==> src/inc/owg_pkg.sv <==
package owg_pkg;
   // Register addresses in the function register space
   localparam logic [7:0] ADDR_PROGRAM_STORE_CONTROL = 8'h8F;
   localparam logic [7:0] ADDR_WRITE_KEY_LOCK = 8'hB7;
   localparam logic [7:0] ADDR_IN_APP_PROGRAMMING_CONTROL = 8'hF5;
   // Debug-port register selects
   localparam logic [1:0] DBG_SEL_BYTE_ZERO = 2'h0;
   localparam logic [1:0] DBG_SEL_BYTE_ONE = 2'h1;
   localparam logic [1:0] DBG_SEL_BYTE_TWO = 2'h2;
   localparam logic [1:0] DBG_SEL_BYTE_THREE = 2'h3;
   // Field positions and values
   localparam int STORE_WRITE_SELECT_BIT = 0;
   localparam int IN_APP_PROGRAM_ON_BIT = 7;
   localparam int PROGRAM_HW_OFF_BIT = 6;
   localparam int CHECKSUM_BUSY_BIT = 7;
   localparam logic [7:0] KEY_FIRST = 8'hA5;
   localparam logic [7:0] KEY_SECOND = 8'hF1;
   localparam logic [7:0] REG_RESET = 8'h00;
   localparam logic [7:0] BLOCK_LOW_ADDR = 8'h00;
   // Checksum polynomials and seeds
   localparam logic [15:0] POLY_BLOCK = 16'h1021;
   localparam logic [31:0] POLY_WHOLE = 32'h04C11DB7;
   localparam logic [31:0] CRC_SEED = 32'h00000000;
   // Lock states as reported in the key register
   localparam logic [1:0] LOCK_LOCKED = 2'h0;
   localparam logic [1:0] LOCK_FIRST_KEY = 2'h1;
   localparam logic [1:0] LOCK_UNLOCKED = 2'h2;
   localparam logic [1:0] LOCK_DISABLED = 2'h3;

   // CPU register-space access
   typedef struct packed {
      logic wr;
      logic rd;
      logic [7:0] addr;
      logic [7:0] wdata;
   } owg_sfr_req_s;

   // Code-store byte write request
   typedef struct packed {
      logic [15:0] addr;
      logic [7:0] data;
   } owg_store_wr_s;
endpackage : owg_pkg

==> src/rtl/owg_crc_engine.sv <==
`timescale 1ns/10ps
// One byte per cycle checksum, MSB first, no reflection
module owg_crc_engine
   import owg_pkg::*;
(
   input wire logic clk_sys,
   input wire logic reset,
   input wire logic clear,
   input wire logic wide,
   input wire logic step,
   input wire logic [7:0] data,
   output logic [31:0] crc_q
);
   // Bit-serial update of one byte
   function automatic logic [31:0] crc_byte(input logic [31:0] c, input logic [7:0] d,
                                            input logic w);
      logic [31:0] r;
      logic fb;
      r = c;
      for (int i = 7; i >= 0; i--) begin
         if (w) begin
            fb = r[31] ^ d[i];
            r = {r[30:0], 1'b0} ^ (fb ? POLY_WHOLE : 32'h00000000);
         end else begin
            fb = r[15] ^ d[i];
            r = {16'h0000, r[14:0], 1'b0} ^ {16'h0000, (fb ? POLY_BLOCK : 16'h0000)};
         end
      end
      return r;
   endfunction : crc_byte

   // Remainder register
   always_ff @(posedge clk_sys) begin
      if (reset || clear) begin
         crc_q <= CRC_SEED;
      end else if (step) begin
         crc_q <= crc_byte(crc_q, data, wide);
      end
   end
endmodule : owg_crc_engine

==> src/rtl/owg_write_guard.sv <==
`timescale 1ns/10ps
// How it works
// - Checksums run regardless of code-store lock
// - Block checksum only on aligned 256-byte blocks
// - Byte-one write starts whole-memory checksum
// - Busy flag held during whole checksum
// - 32-bit result: byte three MSB, zero LSB
// - Whole-memory polynomial 0x04C11DB7
// - Byte-zero write starts block, gives high address
// - 16-bit result: byte one MSB, zero LSB
// - Block polynomial 0x1021
// - Write-select bit routes data writes to store
// - Upper seven control bits read zero
// - Keys 0xA5 then 0xF1 unlock writes
// - Relock after each completed store write
// - Bad key or locked write locks permanently
// - Key register reads lock state bits
// - One byte programmed per data write
// - Writing 0x80 enables in-app programming
// - Writing 0x40 releases programming pin
module owg_write_guard
   import owg_pkg::*;
#(
   parameter int ADDR_W = 16,
   parameter logic [15:0] USER_TOP = 16'hFFF7
)
(
   input wire logic clk_sys,
   input wire logic reset,
   input wire owg_sfr_req_s sfr_req,
   output logic [7:0] sfr_rdata_q,
   input wire logic data_move_write,
   input wire owg_store_wr_s data_move_req,
   output logic store_wr_q,
   output owg_store_wr_s store_wr_data_q,
   input wire logic [7:0] store_rdata,
   output logic [15:0] store_raddr_q,
   input wire logic dbg_wr,
   input wire logic [1:0] dbg_sel,
   input wire logic [7:0] dbg_wdata,
   output logic [7:0] debug_address_reg_q,
   output logic [7:0] dbg_rdata_q,
   output logic program_hw_disable_q,
   output logic ram_wr_q,
   output owg_store_wr_s ram_wr_data_q
);
   typedef enum logic [1:0] {
      CRC_IDLE,
      CRC_ADDR,
      CRC_RUN
   } owg_crc_e;

   logic store_write_select_q;
   logic [1:0] lock_q;
   logic in_app_program_on_q;
   owg_crc_e crc_st_q;
   logic crc_wide_q;
   logic [15:0] crc_addr_q;
   logic [15:0] crc_end_q;
   logic crc_step_q;
   logic crc_last_q;
   logic crc_clear;
   logic [31:0] crc_val;
   logic [31:0] result_q;
   logic wr_ctl;
   logic wr_key;
   logic wr_iap;
   logic store_try;

   assign wr_ctl = sfr_req.wr && sfr_req.addr == ADDR_PROGRAM_STORE_CONTROL;
   assign wr_key = sfr_req.wr && sfr_req.addr == ADDR_WRITE_KEY_LOCK;
   assign wr_iap = sfr_req.wr && sfr_req.addr == ADDR_IN_APP_PROGRAMMING_CONTROL;
   assign store_try = data_move_write && store_write_select_q;
   assign crc_clear = crc_st_q == CRC_IDLE && dbg_wr &&
                      (dbg_sel == DBG_SEL_BYTE_ZERO || dbg_sel == DBG_SEL_BYTE_ONE);

   // Program-store control, only bit 0 stored
   always_ff @(posedge clk_sys) begin
      if (reset) begin
         store_write_select_q <= 1'b0;
      end else if (wr_ctl) begin
         store_write_select_q <= sfr_req.wdata[STORE_WRITE_SELECT_BIT];
      end
   end

   // Lock/key state machine
   always_ff @(posedge clk_sys) begin
      if (reset) begin
         lock_q <= LOCK_LOCKED;
      end else if (lock_q != LOCK_DISABLED) begin
         if (store_try) begin
            if (lock_q == LOCK_UNLOCKED && in_app_program_on_q) begin
               lock_q <= LOCK_LOCKED;
            end else begin
               lock_q <= LOCK_DISABLED;
            end
         end else if (wr_key) begin
            if (lock_q == LOCK_LOCKED && sfr_req.wdata == KEY_FIRST) begin
               lock_q <= LOCK_FIRST_KEY;
            end else if (lock_q == LOCK_FIRST_KEY && sfr_req.wdata == KEY_SECOND) begin
               lock_q <= LOCK_UNLOCKED;
            end else begin
               lock_q <= LOCK_DISABLED;
            end
         end
      end
   end

   // Programming control register
   always_ff @(posedge clk_sys) begin
      if (reset) begin
         in_app_program_on_q <= 1'b0;
         program_hw_disable_q <= 1'b0;
      end else if (wr_iap) begin
         in_app_program_on_q <= sfr_req.wdata[IN_APP_PROGRAM_ON_BIT];
         if (sfr_req.wdata[PROGRAM_HW_OFF_BIT]) begin
            program_hw_disable_q <= 1'b1;
         end
      end
   end

   // Store write: exactly one byte per permitted data write
   always_ff @(posedge clk_sys) begin
      if (reset) begin
         store_wr_q <= 1'b0;
         store_wr_data_q <= '0;
         ram_wr_q <= 1'b0;
         ram_wr_data_q <= '0;
      end else begin
         store_wr_q <= store_try && lock_q == LOCK_UNLOCKED && in_app_program_on_q;
         ram_wr_q <= data_move_write && !store_write_select_q;
         if (data_move_write) begin
            store_wr_data_q <= data_move_req;
            ram_wr_data_q <= data_move_req;
         end
      end
   end

   // CPU register read data
   always_ff @(posedge clk_sys) begin
      if (reset) begin
         sfr_rdata_q <= REG_RESET;
      end else if (sfr_req.rd) begin
         case (sfr_req.addr)
            ADDR_PROGRAM_STORE_CONTROL: begin
               sfr_rdata_q <= {7'h00, store_write_select_q};
            end
            ADDR_WRITE_KEY_LOCK: begin
               sfr_rdata_q <= {6'h00, lock_q};
            end
            ADDR_IN_APP_PROGRAMMING_CONTROL: begin
               sfr_rdata_q <= {in_app_program_on_q, program_hw_disable_q, 6'h00};
            end
            default: begin
               sfr_rdata_q <= REG_RESET;
            end
         endcase
      end
   end

   // Checksum sequencer, independent of the lock state
   always_ff @(posedge clk_sys) begin
      if (reset) begin
         crc_st_q <= CRC_IDLE;
         crc_wide_q <= 1'b0;
         crc_addr_q <= 16'h0000;
         crc_end_q <= 16'h0000;
         crc_step_q <= 1'b0;
         crc_last_q <= 1'b0;
      end else begin
         crc_step_q <= 1'b0;
         case (crc_st_q)
            CRC_IDLE: begin
               if (crc_clear && dbg_sel == DBG_SEL_BYTE_ZERO) begin
                  crc_wide_q <= 1'b0;
                  crc_addr_q <= {dbg_wdata, BLOCK_LOW_ADDR};
                  crc_end_q <= {dbg_wdata, 8'hFF};
                  crc_st_q <= CRC_ADDR;
               end else if (crc_clear) begin
                  crc_wide_q <= 1'b1;
                  crc_addr_q <= 16'h0000;
                  crc_end_q <= USER_TOP;
                  crc_st_q <= CRC_ADDR;
               end
            end
            CRC_ADDR: begin
               // Address presented, data valid next cycle
               crc_st_q <= CRC_RUN;
               crc_last_q <= crc_addr_q == crc_end_q;
            end
            CRC_RUN: begin
               crc_step_q <= 1'b1;
               if (crc_last_q) begin
                  crc_st_q <= CRC_IDLE;
               end else begin
                  crc_addr_q <= crc_addr_q + 16'h0001;
                  crc_st_q <= CRC_ADDR;
               end
            end
            default: begin
               crc_st_q <= CRC_IDLE;
            end
         endcase
      end
   end

   // Store read address follows the sequencer
   always_ff @(posedge clk_sys) begin
      if (reset) begin
         store_raddr_q <= 16'h0000;
      end else begin
         store_raddr_q <= crc_addr_q;
      end
   end

   // Busy flag raised at start, held until last byte folded in
   always_ff @(posedge clk_sys) begin
      if (reset) begin
         debug_address_reg_q <= REG_RESET;
      end else if (crc_clear) begin
         debug_address_reg_q[CHECKSUM_BUSY_BIT] <= 1'b1;
      end else if (crc_step_q && crc_st_q == CRC_IDLE) begin
         debug_address_reg_q[CHECKSUM_BUSY_BIT] <= 1'b0;
      end
   end

   // Result latched when the engine finishes
   always_ff @(posedge clk_sys) begin
      if (reset) begin
         result_q <= 32'h00000000;
      end else if (crc_step_q && crc_st_q == CRC_IDLE) begin
         result_q <= crc_wide_q ? crc_val : {16'h0000, crc_val[15:0]};
      end
   end

   // Debug-port result byte read
   always_ff @(posedge clk_sys) begin
      if (reset) begin
         dbg_rdata_q <= REG_RESET;
      end else begin
         case (dbg_sel)
            DBG_SEL_BYTE_ZERO: dbg_rdata_q <= result_q[7:0];
            DBG_SEL_BYTE_ONE: dbg_rdata_q <= result_q[15:8];
            DBG_SEL_BYTE_TWO: dbg_rdata_q <= result_q[23:16];
            DBG_SEL_BYTE_THREE: dbg_rdata_q <= result_q[31:24];
            default: dbg_rdata_q <= REG_RESET;
         endcase
      end
   end

   // Engine folds in the byte read from the store
   owg_crc_engine u_crc (
      .clk_sys(clk_sys),
      .reset(reset),
      .clear(crc_clear),
      .wide(crc_wide_q),
      .step(crc_st_q == CRC_RUN),
      .data(store_rdata),
      .crc_q(crc_val)
   );
endmodule : owg_write_guard

==> config.mk <==
export PLATFORM = sky130hd
export DESIGN_NAME = owg_write_guard
export DESIGN_NICKNAME = d
export VERILOG_FILES = /design/src/inc/owg_pkg.sv /design/src/rtl/owg_crc_engine.sv /design/src/rtl/owg_write_guard.sv
export SDC_FILE = /design/constraint.sdc
export NUM_CORES = 1
export LEC_CHECK = 0
export ABC_AREA = 1
export BUFFER_PORTS_ARGS = -buffer_cell sky130_fd_sc_hd__buf_2
export CORE_ASPECT_RATIO = 2
export CORE_MARGIN = 3
export CORE_UTILIZATION = 50
export DETAILED_ROUTE_END_ITERATION = 16
export PLACE_DENSITY = 0.83
export SLEW_MARGIN = 20
export SYNTH_ARGS = -nofsm -noshare
export SYNTH_HDL_FRONTEND = slang
export SYNTH_SLANG_ARGS = --single-unit
==> constraint.sdc <==
create_clock -name clk_sys -period 2 [get_ports clk_sys]
set_clock_uncertainty 0.05 [all_clocks]
set_input_delay 0.3 -clock clk_sys [delete_from_list [all_inputs] [get_ports clk_sys]]
set_output_delay 0.3 -clock clk_sys [all_outputs]
set_load 0.05 [all_outputs]
; ---- After elaboration in Yosys (flattened, before gate mapping)
; Cells that the tools add are included.
[totals]
elab_cells = 158
register_bits = 165
output_inout_bits = 91
input_bits = 64
[op_classes]
reduce_logical = 28
n_mux = 61
eq_ne = 16
add_sub_neg = 1
n_bitwise = 32
[ops]
columns = op, count
row1 = 32-bit two-way mux, 23
row2 = 32-bit XOR, 8
row3 = 27-bit two-way mux, 8
row4 = 16-bit XOR, 8
row5 = 13-bit two-way mux, 8
row6 = 16-bit two-way mux, 5
row7 = 8-bit == test (second input constant), 5
row8 = 16-bit one-hot mux with 2 select lines, 1
row9 = 8-bit one-hot mux with 4 select lines, 1
row10 = 8-bit one-hot mux with 3 select lines, 1
row11 = 16-bit by 1-bit adder with 16-bit output (second input constant), 1
row12 = 16-bit == test, 1
row13 = 1-bit XOR, 16
row14 = 1-bit logical AND, 14
row15 = 2-bit two-way mux, 6
row16 = 2-bit == test (second input constant), 4
row17 = 2-bit nonzero test, 4
row18 = 1-bit two-way mux, 7
row19 = 2-bit by 1-bit == test with 1-bit output (second input constant), 3
row20 = 2-bit logical NOT, 3
row21 = 2-bit one-hot mux with 3 select lines, 1
row22 = 2-bit AND reduction, 3
row23 = 2-bit != test (second input constant), 2
row24 = 3-bit by 2-bit != test with 1-bit output (second input constant), 1
row25 = 3 further kinds, 4

; ---- Longest topological paths before layout
; Gate-level depths: netlist of run 1.
[logic_depth]
ltp_word = 46
depth_mapped = 17
mapped_depth_nobuf = 17

; ---- Cells and area by module
; Synthesis of run 1 repeated with hierarchy kept, for this count alone.
[unflattened]
cells_unflattened = 1223
hier_area_um2 = 8119.0
[by_module_without_submodules]
columns = module, seq_area_each_um2, cells_per_inst, instances, area_per_inst_um2
row1 = owg_write_guard, 2462.4, 717, 1, 5252.5
row2 = owg_crc_engine, 640.6, 506, 1, 2866.5

; ---- Worst setup path after synthesis of run 1
; OpenSTA, ideal clock, no wires.
[synth_path]
path_kind = flip-flop to flip-flop
start = reg crc_wide_q
end = reg u_crc.crc_q[11]
setup_time_ns = 0.132
path_buffers = 2
stages_incl_launch_ff = 15
setup_slack_ns = 0.331
required_time_ns = 1.818
arrival_ns = 1.486
period_less_slack_ns = 1.669
path_cell_list = dfxtp_1 -> buf_6 -> buf_8 -> nand3_1 -> nand2_1 -> nand2_1 -> nand4_2 -> nand2_4 -> inv_2 -> nand2_1 -> nand2_2 -> nand2_1 -> nand2_1 -> o21ai_1 -> a21oi_1
[synth_between]
elab_chain_len = 33
word_cells_on_any_way = 48
classes_between = 28 x mux / 20 x bitwise
[synth_rtl]
columns = element, line_no
row1 = from (decl), owg_write_guard.sv:57  ; logic crc_wide_q;
row2 = from (signal assigned), owg_write_guard.sv:165  ; crc_wide_q <= 1'b0;
row3 = from (signal assigned), owg_write_guard.sv:175  ; crc_wide_q <= 1'b0;
row4 = from (signal assigned), owg_write_guard.sv:180  ; crc_wide_q <= 1'b1;
row5 = 32-bit two-way mux, owg_crc_engine.sv:21  ; if (w) begin
row6 = 32-bit two-way mux, owg_crc_engine.sv:36  ; end else if (step) begin
row7 = 32-bit two-way mux, owg_crc_engine.sv:34  ; if (reset || clear) begin
row8 = 1-bit XOR, owg_crc_engine.sv:22  ; fb = r[31] ^ d[i];
row9 = 27-bit two-way mux, owg_crc_engine.sv:23  ; r = {r[30:0], 1'b0} ^ (fb ? POLY_WHOLE : 32'h00000000);
row10 = 32-bit XOR, owg_crc_engine.sv:23
row11 = 32-bit two-way mux, owg_crc_engine.sv:21
row12 = 32-bit two-way mux, owg_crc_engine.sv:36
row13 = [17 not listed], n/a
row14 = 32-bit XOR, owg_crc_engine.sv:23
row15 = 32-bit two-way mux, owg_crc_engine.sv:21
row16 = 32-bit two-way mux, owg_crc_engine.sv:36
row17 = 32-bit two-way mux, owg_crc_engine.sv:34
row18 = 1-bit XOR, owg_crc_engine.sv:22
row19 = 27-bit two-way mux, owg_crc_engine.sv:23
row20 = 32-bit XOR, owg_crc_engine.sv:23
row21 = 32-bit two-way mux (*), owg_crc_engine.sv:21
row22 = to (signal assigned), owg_crc_engine.sv:37  ; crc_q <= crc_byte(crc_q, data, wide);
row23 = to (decl), owg_crc_engine.sv:12  ; output logic [31:0] crc_q
; Every way passes the cells marked *; elsewhere a longest branch is shown, timed or not. The select of a mux whose other input is x is not followed.
; A chain may end at the register's enable or synchronous reset.

; ---- Final worst setup path of run 1
[layout_path]
start = reg crc_wide_q
end = reg u_crc.crc_q[26]
; The elaborated chain is that of the path after synthesis.

==> results of run 1 <==
layer usage:
layer,GRT usage,up-vias
met3,0.0560,166
met2,0.525,431
met4,0.267,0
met1,0.269,3828
li1,-,3972
met5,0,-
worst max-delay path: cells and delay by family (launching register included):
kind	cells	cell delay, ns
compound gates	3	0.27
xor+xnor	2	0.47
buf+inv	2	0.31
flops	1	0.44
simple gates	3	0.28
synth_stat cells (3+ instances only):
library cell  instances
a211oi_1              7
a21oi_1              96
a221oi_1              7
a2bb2oi_1             6
a31oi_1               7
buf_2                 4
buf_4                37
clkbuf_1             31
dfxtp_1             155
inv_1                86
inv_2                15
nand2_1             231
nand2_2              23
nand2_4               7
nand3_1              84
nand3_2              10
nand4_1               9
nor2_1              102
nor2_2                6
nor3_1                7
nor4_1                5
o211ai_1              5
o21ai_0              96
o21ai_1               4
or2_2                 3
xnor2_1              10
xor2_1               27
xor2_2                3
stage by stage:
step	util	power, uW	instances
finish	0.646	8180	1496
global route	0.646	8450	1496
CTS	0.622	8080	1486
detailed placement	0.583	4900	1454
global placement	0.583	4880	1454
floorplan	-	4470	1124
cell type report:
type                       count  area (um2)  share of cell area
tap                          198         248              0.0248
multi-input combinational    790        4300               0.431
sequential                   155        3110               0.312
clock inverter                12         140              0.0140
clock buffer                  20         447              0.0447
timing repair buffer         219        1350               0.135
inverter                     102         390              0.0391
flip-flops by register name (all words and copies together) (netlist names), 4 cells and up:
signal         flops
sfr_rdata_q        4
crc_addr_q        16
ram_wr_data_q     24
dbg_rdata_q        8
store_raddr_q     16
crc_end_q         10
u_crc.crc_q       32
result_q          32
cells by family after synthesis:
kind of cell	after synthesis
xor gates and xnor gates	40
buffers and inverters	179
other	1
AOI/OAI and AO/OA	239
adders and majority gates	1
DFF	155
and+or+nand+nor	499
where the power goes:
| group | internal (uW) | switching [uW] | leakage, uW |
|---|---|---|---|
| clock network | 1880 | 1340 | 0.000266 |
| logic | 516 | 1150 | 0.00290 |
| registers | 3200 | 86.9 | 0.00126 |
worst max path at each step:
stage / from / endpoint / depth (start not counted) / slack [ns]
floorplan: crc_wide_q$_SDFFE_PP0P_ / u_crc.crc_q[11]$_SDFFE_PP0P_ / 14 / 0.33
finish: crc_wide_q$_SDFFE_PP0P_ / u_crc.crc_q[26]$_SDFFE_PP0P_ / 10 / 0.009
global route: u_crc.crc_q[30]$_SDFFE_PP0P_ / u_crc.crc_q[11]$_SDFFE_PP0P_ / 14 / -0.07
CTS: crc_wide_q$_SDFFE_PP0P_ / u_crc.crc_q[13]$_SDFFE_PP0P_ / 13 / 0.03
detailed placement: crc_wide_q$_SDFFE_PP0P_ / u_crc.crc_q[13]$_SDFFE_PP0P_ / 14 / -0.10
global placement: crc_wide_q$_SDFFE_PP0P_ / u_crc.crc_q[13]$_SDFFE_PP0P_ / 14 / -0.12
what timing repair did:
item,CTS,global route
pin swaps,0,15
buffers inserted,0,10
gates resized for setup,2,74
setup endpoints to repair,12,25
hold endpoints to repair,0,0
==> impl_metrics.env, run 1 <==
export IMPL_synth_warnings=0
export IMPL_rr_startpoint="crc_wide_q$_SDFFE_PP0P_"
export IMPL_synth_top_family_by_area="simple AND/OR/NAND/NOR gates"
export IMPL_vias=8397
export IMPL_drv_cap=0
export IMPL_clock_fmax_mhz=502
export IMPL_synth_mux_area_frac=0
export IMPL_hold_path_depth=3
export IMPL_r2r_cells=10
export IMPL_highest_layer="met4"
export IMPL_antenna_cells=0
export IMPL_critPathMaxStageDelay_ns=0.44
export IMPL_hold_viol=0
export IMPL_synth_area_leaders="dfxtp_1, nand2_1, a21oi_1, o21ai_0, nand3_1"
export IMPL_hold_buffers=0
export IMPL_grt_setup_unrepaired="yes"
export IMPL_finalCritPeriodShare=0.995
export IMPL_grt_use_total=0.294
export IMPL_io_buffers=143
export IMPL_cts_sinks=155
export IMPL_dp_hpwl_mm=19.6
export IMPL_overflow=0
export IMPL_die_area_um2=17600
export IMPL_synth_xor_area_share=0.0468
export IMPL_routed_wl_met3_mm=1.78
export IMPL_path_class="reg -> reg"
export IMPL_ir_drop_mv=0.620
export IMPL_die_y_um=184
export IMPL_syn_area_um2=7960
export IMPL_place_ws_ns=-0.102
export IMPL_initial_core_util=0.515
export IMPL_met1_length_mm=8.48
export IMPL_cp_end_kind="register"
export IMPL_critPathLaunchType="register"
export IMPL_synth_cell_type_count=51
export IMPL_synthCells=1114
export IMPL_cts_clk_slew_worst_paths_ns=0.06
export IMPL_slew_headroom=0.609
export IMPL_finalSetupViolations=0
export IMPL_holdCritPathClass="in -> reg"
export IMPL_rrSetupSlack_ns=0.009
export IMPL_detail_route_wl_per_cell_um=17.6
export IMPL_hold_worst_slack_ns=0.0441
export IMPL_drt_drc_violations_left=0
export IMPL_drive_above_1_share=0.282
export IMPL_antenna_found_initial=0
export IMPL_grt_max_degree=54
export IMPL_slowest_stage="dfxtp_4"
export IMPL_p_leak_uw=0.00443
export IMPL_grt_pass1_wl_mm=39.4
export IMPL_gp_congestion=1.02
export IMPL_core_area_um2=15500
export IMPL_maxSlewViolCount=0
export IMPL_grt_pass1_vias=8036
export IMPL_nets=1350
export IMPL_cts_tree="built"
export IMPL_power_density_nw_per_um2=819
export IMPL_fin_area_um2=9980
export IMPL_via_per_inst=5.61
export IMPL_final_common_cell="nand2_1"
export IMPL_syn_avg_cell_area_um2=7.15
export IMPL_worst_pin_slew_ns=0.581
export IMPL_cp_cell_sequence="buf_6, nand2_4, nand2_4, nand2_8, buf_12, xor2_4, xnor2_1, a21oi_1, o21ai_0, a21oi_1"
export IMPL_r2r_end="u_crc.crc_q[26]$_SDFFE_PP0P_"
export IMPL_dr_pass1_iters=5
export IMPL_die_w_um=95.2
export IMPL_synth_edf_count=0
export IMPL_met2_length_mm=13.3
export IMPL_insertion_delay_ns=0.44
export IMPL_synth_simple_gate_area_frac=0.290
export IMPL_status="finished, final reports clean"
export IMPL_ys_seq_elements=155
export IMPL_cts_max_path_buffers=2
export IMPL_synth_fa_ha_area_frac=0.00157
export IMPL_drt_total_wl_mm=26.3
export IMPL_ys_flop_type="dfxtp_1"
export IMPL_path_max_fanout=8
export IMPL_min_delay_start="data_move_req[10]"
export IMPL_worst_slack_ns=0.00938
export IMPL_h_tree_depth=4
export IMPL_critical_path_required_ns=2.24
export IMPL_worstPathArrival_ns=2.23
export IMPL_ys_seq_area_frac=0.390
export IMPL_holdPathEnd="ram_wr_data_q[10]$_SDFFE_PP0P_"
export IMPL_fill_cells=1340
export IMPL_antenna_left=0
export IMPL_io_pins=155
export IMPL_num_rows=64
export IMPL_drtIter0Drc=599
export IMPL_post_dp_cell_area_um2=9010
export IMPL_cts_root_buf="clkbuf_16"
export IMPL_cts_made_buffers=17
export IMPL_min_period_ns=1.99
export IMPL_async_reset_ff_frac=0
export IMPL_yosysTopAreaCell="dfxtp_1"
export IMPL_synth_compound_area_frac=0.166
export IMPL_tns_ns=0
export IMPL_area_delta_synth_final_pct=25.4
export IMPL_final_cell_mix="nand2_1, dfxtp_1, buf_2"
export IMPL_synth_top_area_frac=0.390
No activity file was read; power rests on OpenSTA's default activity.
==> inputs of run 2 (changes only) <==
--- a/config.mk
+++ b/config.mk
@@ -12,6 +12,7 @@
 export CORE_UTILIZATION = 50
 export DETAILED_ROUTE_END_ITERATION = 16
 export PLACE_DENSITY = 0.83
+export RECOVER_POWER = 25
 export SLEW_MARGIN = 20
 export SYNTH_ARGS = -nofsm -noshare
 export SYNTH_HDL_FRONTEND = slang
==> impl_metrics.env, run 2 (synthesis results as in run 1) <==
export IMPL_met2_length_mm=13.4
export IMPL_grt_pass1_wl_mm=39.4
export IMPL_finalSetupViolations=0
export IMPL_hold_viol=0
export IMPL_critPathMaxStageDelay_ns=0.45
export IMPL_critPathLaunchType="register"
export IMPL_multi_input_area_um2=4300
export IMPL_clock_fmax_mhz=503
export IMPL_slowest_stage="dfxtp_4"
export IMPL_cts_clk_slew_worst_paths_ns=0.06
export IMPL_finalCritPeriodShare=0.993
export IMPL_vias=8374
export IMPL_path_max_fanout=8
export IMPL_dr_pass1_iters=5
export IMPL_highest_layer="met4"
export IMPL_path_class="reg -> reg"
export IMPL_detail_route_wl_per_cell_um=17.6
export IMPL_worst_pin_slew_ns=1.06
export IMPL_hold_worst_slack_ns=0.0449
export IMPL_drv_cap=0
export IMPL_antenna_cells=0
export IMPL_overflow=0
export IMPL_io_pins=155
export IMPL_ir_drop_mv=0.621
export IMPL_nets=1350
export IMPL_routed_wl_met3_mm=1.74
export IMPL_seqCellArea_um2=3110
export IMPL_cts_made_buffers=17
export IMPL_drtIter0Drc=580
export IMPL_via_per_inst=5.60
export IMPL_core_area_um2=15500
export IMPL_fill_cells=1348
export IMPL_path_buf_inv=2
export IMPL_cp_cell_sequence="buf_6, nand2_4, nand2_4, nand2_8, buf_12, xor2_4, xnor2_1, a21oi_1, o21ai_0, a21oi_1"
export IMPL_cts_tree="built"
export IMPL_die_w_um=95.2
export IMPL_place_ws_ns=-0.102
export IMPL_critical_path_required_ns=2.24
export IMPL_drive_above_1_share=0.276
export IMPL_holdCritPathClass="in -> reg"
export IMPL_slew_headroom=0.296
export IMPL_num_rows=64
export IMPL_cts_sinks=155
export IMPL_status="finished, final reports clean"
export IMPL_antenna_found_initial=0
export IMPL_cts_max_path_buffers=2
export IMPL_grt_max_degree=54
export IMPL_drt_total_wl_mm=26.3
export IMPL_gp_congestion=1.02
export IMPL_maxSlewViolCount=0
export IMPL_h_tree_depth=4
export IMPL_cts_root_buf="clkbuf_16"
export IMPL_dp_hpwl_mm=19.6
export IMPL_insertion_delay_ns=0.43
export IMPL_top_regs="result_q x32, u_crc.crc_q x32, ram_wr_data_q x24"
export IMPL_cpLargestDelayFamily="XOR/XNOR gates"
export IMPL_final_common_cell="nand2_1"
export IMPL_io_buffers=143
export IMPL_die_y_um=184
export IMPL_initial_core_util=0.515
export IMPL_antenna_left=0
export IMPL_cp_end_kind="register"
export IMPL_min_period_ns=1.99
export IMPL_die_area_um2=17600
export IMPL_grt_use_total=0.294
export IMPL_grt_setup_unrepaired="yes"
export IMPL_p_leak_uw=0.00441
export IMPL_worstPathArrival_ns=2.22
export IMPL_worst_slack_ns=0.0136
export IMPL_final_cell_mix="nand2_1, dfxtp_1, buf_2"
export IMPL_met1_length_mm=8.42
export IMPL_grt_pass1_vias=8036
export IMPL_power_density_nw_per_um2=820
export IMPL_drt_drc_violations_left=0
export IMPL_area_delta_synth_final_pct=25.0
-- run 2: area by class of cell --
type | instances | area share
timing repair buffer | 219 | 0.132
tap | 198 | 0.0249
clock buffer | 20 | 0.0449
multi-input combinational | 790 | 0.432
sequential | 155 | 0.313
clock inverter | 12 | 0.0141
inverter | 102 | 0.0392
-- run 2: worst register-to-register path: cells and delay by family, from the launching register on --
kind	cells	cell delay, ns
simple gates	3	0.28
compound gates	3	0.28
xor+xnor	2	0.47
flops	1	0.45
buf+inv	2	0.32
-- run 2: repair_timing --
action / CTS / global route
setup buffers: 0 / 10
setup endpoints to repair: 12 / 25
gates resized for setup: 2 / 74
hold buffers: 0 / 0
pin swaps: 0 / 15
-- run 2: layer usage --
layer / GRT usage / vias to the layer above
met4: 0.267 / 0
met3: 0.0560 / 168
met1: 0.269 / 3821
li1: - / 3970
met2: 0.525 / 415
met5: 0 / -
-- run 2: final timing paths --
kind                                                 from                        endpoint  slack (ns)  cells after the start
worst min-delay path                    data_move_req[22]  ram_wr_data_q[22]$_SDFFE_PP0P_        0.04                      3
worst max-delay path              crc_wide_q$_SDFFE_PP0P_    u_crc.crc_q[26]$_SDFFE_PP0P_        0.01                     10
worst min register to register  result_q[17]$_SDFFE_PP0P_       result_q[17]$_SDFFE_PP0P_        0.42                      2
worst max register to register    crc_wide_q$_SDFFE_PP0P_    u_crc.crc_q[26]$_SDFFE_PP0P_        0.01                     10
-- run 2: stage by stage --
step / util / std cells / TNS, ns / area, um2 / total power [uW]
6_report: 0.644 / 1496 / 0 / 9950 / 8160
4_1_cts: 0.622 / 1486 / 0 / 9610 / 8080
5_1_grt: 0.644 / 1496 / -0.329 / 9950 / 8450
3_3_place_gp: 0.583 / 1454 / -0.170 / 9010 / 4880
3_5_place_dp: 0.583 / 1454 / -0.147 / 9010 / 4900
2_1_floorplan: - / 1124 / 0 / 8000 / 4470
-- run 2: power by group --
part | internal [uW] | switching [uW]
Clock | 1880 | 1330
Sequential | 3200 | 86.4
Combinational | 510 | 1150
==> inputs of run 3 (changes only) <==
--- a/config.mk
+++ b/config.mk
@@ -13,6 +13,7 @@
 export DETAILED_ROUTE_END_ITERATION = 16
 export PLACE_DENSITY = 0.83
 export RECOVER_POWER = 25
+export REMOVE_ABC_BUFFERS = 1
 export SLEW_MARGIN = 20
 export SYNTH_ARGS = -nofsm -noshare
 export SYNTH_HDL_FRONTEND = slang
==> impl_metrics.env, run 3 (synthesis results as in run 1) <==
export IMPL_area_delta_synth_final_pct=27.3
export IMPL_via_per_inst=5.64
export IMPL_status="finished with violations"
export IMPL_hold_viol=0
export IMPL_met1_length_mm=8.64
export IMPL_antenna_found_initial=1
export IMPL_dp_hpwl_mm=20.4
export IMPL_top_regs="result_q x32, u_crc.crc_q x32, ram_wr_data_q x24"
export IMPL_hold_worst_slack_ns=0.0428
export IMPL_grt_pass1_vias=8127
export IMPL_cts_max_path_buffers=2
export IMPL_switching_share=0.316
export IMPL_met2_length_mm=14.5
export IMPL_die_y_um=184
export IMPL_io_pins=155
export IMPL_drt_drc_violations_left=0
export IMPL_detail_route_wl_per_cell_um=18.6
export IMPL_critical_path_required_ns=2.25
export IMPL_hold_buffers=0
export IMPL_antenna_left=0
export IMPL_p_int_uw=5620
export IMPL_clock_fmax_mhz=488
export IMPL_worst_pin_slew_ns=1.33
export IMPL_cts_sinks=155
export IMPL_combPwrFrac=0.212
export IMPL_rrSetupSlack_ns=-0.05
export IMPL_dr_pass1_iters=5
export IMPL_finalSetupViolations=8
export IMPL_holdCritPathClass="in -> reg"
export IMPL_critPathLaunchType="register"
export IMPL_routed_wl_met3_mm=2.02
export IMPL_grt_pass1_wl_mm=41.0
export IMPL_final_cell_mix="nand2_1, dfxtp_1, buf_2"
export IMPL_cts_clk_slew_worst_paths_ns=0.06
export IMPL_insertion_delay_ns=0.43
export IMPL_tns_ns=-0.240
export IMPL_initial_core_util=0.515
export IMPL_power_density_nw_per_um2=811
export IMPL_cts_made_buffers=17
export IMPL_violations="negative setup slack"
export IMPL_cts_root_buf="clkbuf_16"
export IMPL_gp_congestion=1.07
export IMPL_nets=1365
export IMPL_worst_slack_ns=-0.0505
export IMPL_drv_cap=0
export IMPL_grt_setup_unrepaired="yes"
export IMPL_path_max_fanout=6
export IMPL_core_area_um2=15500
export IMPL_p_clk_frac=0.388
export IMPL_drive_above_1_share=0.286
export IMPL_ir_drop_mv=0.573
export IMPL_die_area_um2=17600
export IMPL_cp_end_kind="register"
export IMPL_drt_total_wl_mm=28.1
export IMPL_io_buffers=143
export IMPL_cts_tree="built"
export IMPL_maxSlewViolCount=0
export IMPL_finalCritPeriodShare=1.03
export IMPL_p_leak_uw=0.00457
export IMPL_die_w_um=95.2
export IMPL_final_common_cell="nand2_1"
export IMPL_num_rows=64
export IMPL_grt_max_degree=54
export IMPL_p_seq_frac=0.399
export IMPL_min_period_ns=2.05
export IMPL_h_tree_depth=4
export IMPL_worstPathArrival_ns=2.30
export IMPL_grt_use_total=0.310
export IMPL_vias=8535
export IMPL_drtIter0Drc=663
export IMPL_overflow=0
export IMPL_highest_layer="met4"
export IMPL_path_class="reg -> reg"
export IMPL_p_switching_uw=2600
export IMPL_slew_headroom=0.113
## run 3: cell count changes in the layout (fill, tap and decap cells not counted), moves of 3 or more
| cell | previous run | this run |
|---|---|---|
| buf_4 | 65 | 77 |
| clkinv_2 | 0 | 4 |
| clkinvlp_4 | 6 | 3 |
| nand2_1 | 214 | 211 |
| clkbuf_1 | 9 | 4 |
| nand2_4 | 15 | 18 |
## run 3: path summary, 6_finish.rpt
| kind | endpoint | startpoint | depth (start not counted) |
|---|---|---|---|
| min reg2reg | result_q[16]$_SDFFE_PP0P_ | result_q[16]$_SDFFE_PP0P_ | 2 |
| max reg2reg | u_crc.crc_q[5]$_SDFFE_PP0P_ | crc_wide_q$_SDFFE_PP0P_ | 15 |
| max | u_crc.crc_q[5]$_SDFFE_PP0P_ | crc_wide_q$_SDFFE_PP0P_ | 15 |
| min | ram_wr_data_q[11]$_SDFFE_PP0P_ | data_move_req[11] | 3 |
## run 3: metrics by stage
step | area [um2] | cells | util | total power (uW) | worst slack [ns]
finish | 10100 | 1512 | 0.656 | 8220 | -0.0505
global placement | 9050 | 1457 | 0.585 | 4910 | -0.0971
floorplan | 7540 | 1047 | - | 4360 | -1.01
detailed placement | 9050 | 1457 | 0.585 | 4930 | -0.148
CTS | 9690 | 1490 | 0.627 | 8100 | 0.000191
global route | 10100 | 1512 | 0.656 | 8490 | -0.0833
## run 3: area by class of cell
cell class	instances	area, um2
clock buffers	18	439
inverters	102	388
fillers	1302	5320
well taps	198	248
repair buffers	234	1480
diodes	1	2.50
clock inverters	14	146
multi-input cells	790	4320
flip-flops and latches	155	3110
## run 3: timing repair
item	in CTS	in global routing
endpoints found under the setup margin	8	28
gates cloned	1	1
gates resized for setup	8	69
pin swaps	1	24
setup buffers	0	20
## run 3: critical path: stages, from the launching register on
cell and delay, ns:
dfxtp_4 0.40, buf_12 0.15, nand2_2 0.09, nand2_1 0.12, nand2_2 0.11, nand2_1 0.13
nand3_2 0.08, nand2_2 0.08, nand2_4 0.07, buf_12 0.14, nor2_4 0.13, inv_2 0.10
nand2_2 0.11, nand2_1 0.06, nand2_1 0.06, a21oi_1 0.05
## run 3: metal layers
metal | global-route usage | up-vias
li1 | - | 4012
met3 | 0.0662 | 192
met1 | 0.272 | 3879
met5 | 0 | -
met4 | 0.273 | 0
met2 | 0.565 | 452
## run 3: power groups by stage
stage	logic (uW)	clock network [uW]	registers, uW
floorplan	707	0	3650
global placement	1570	0	3340
detailed placement	1580	0	3340
CTS	1610	3210	3280
global route	1860	3340	3290
finish	1750	3190	3280
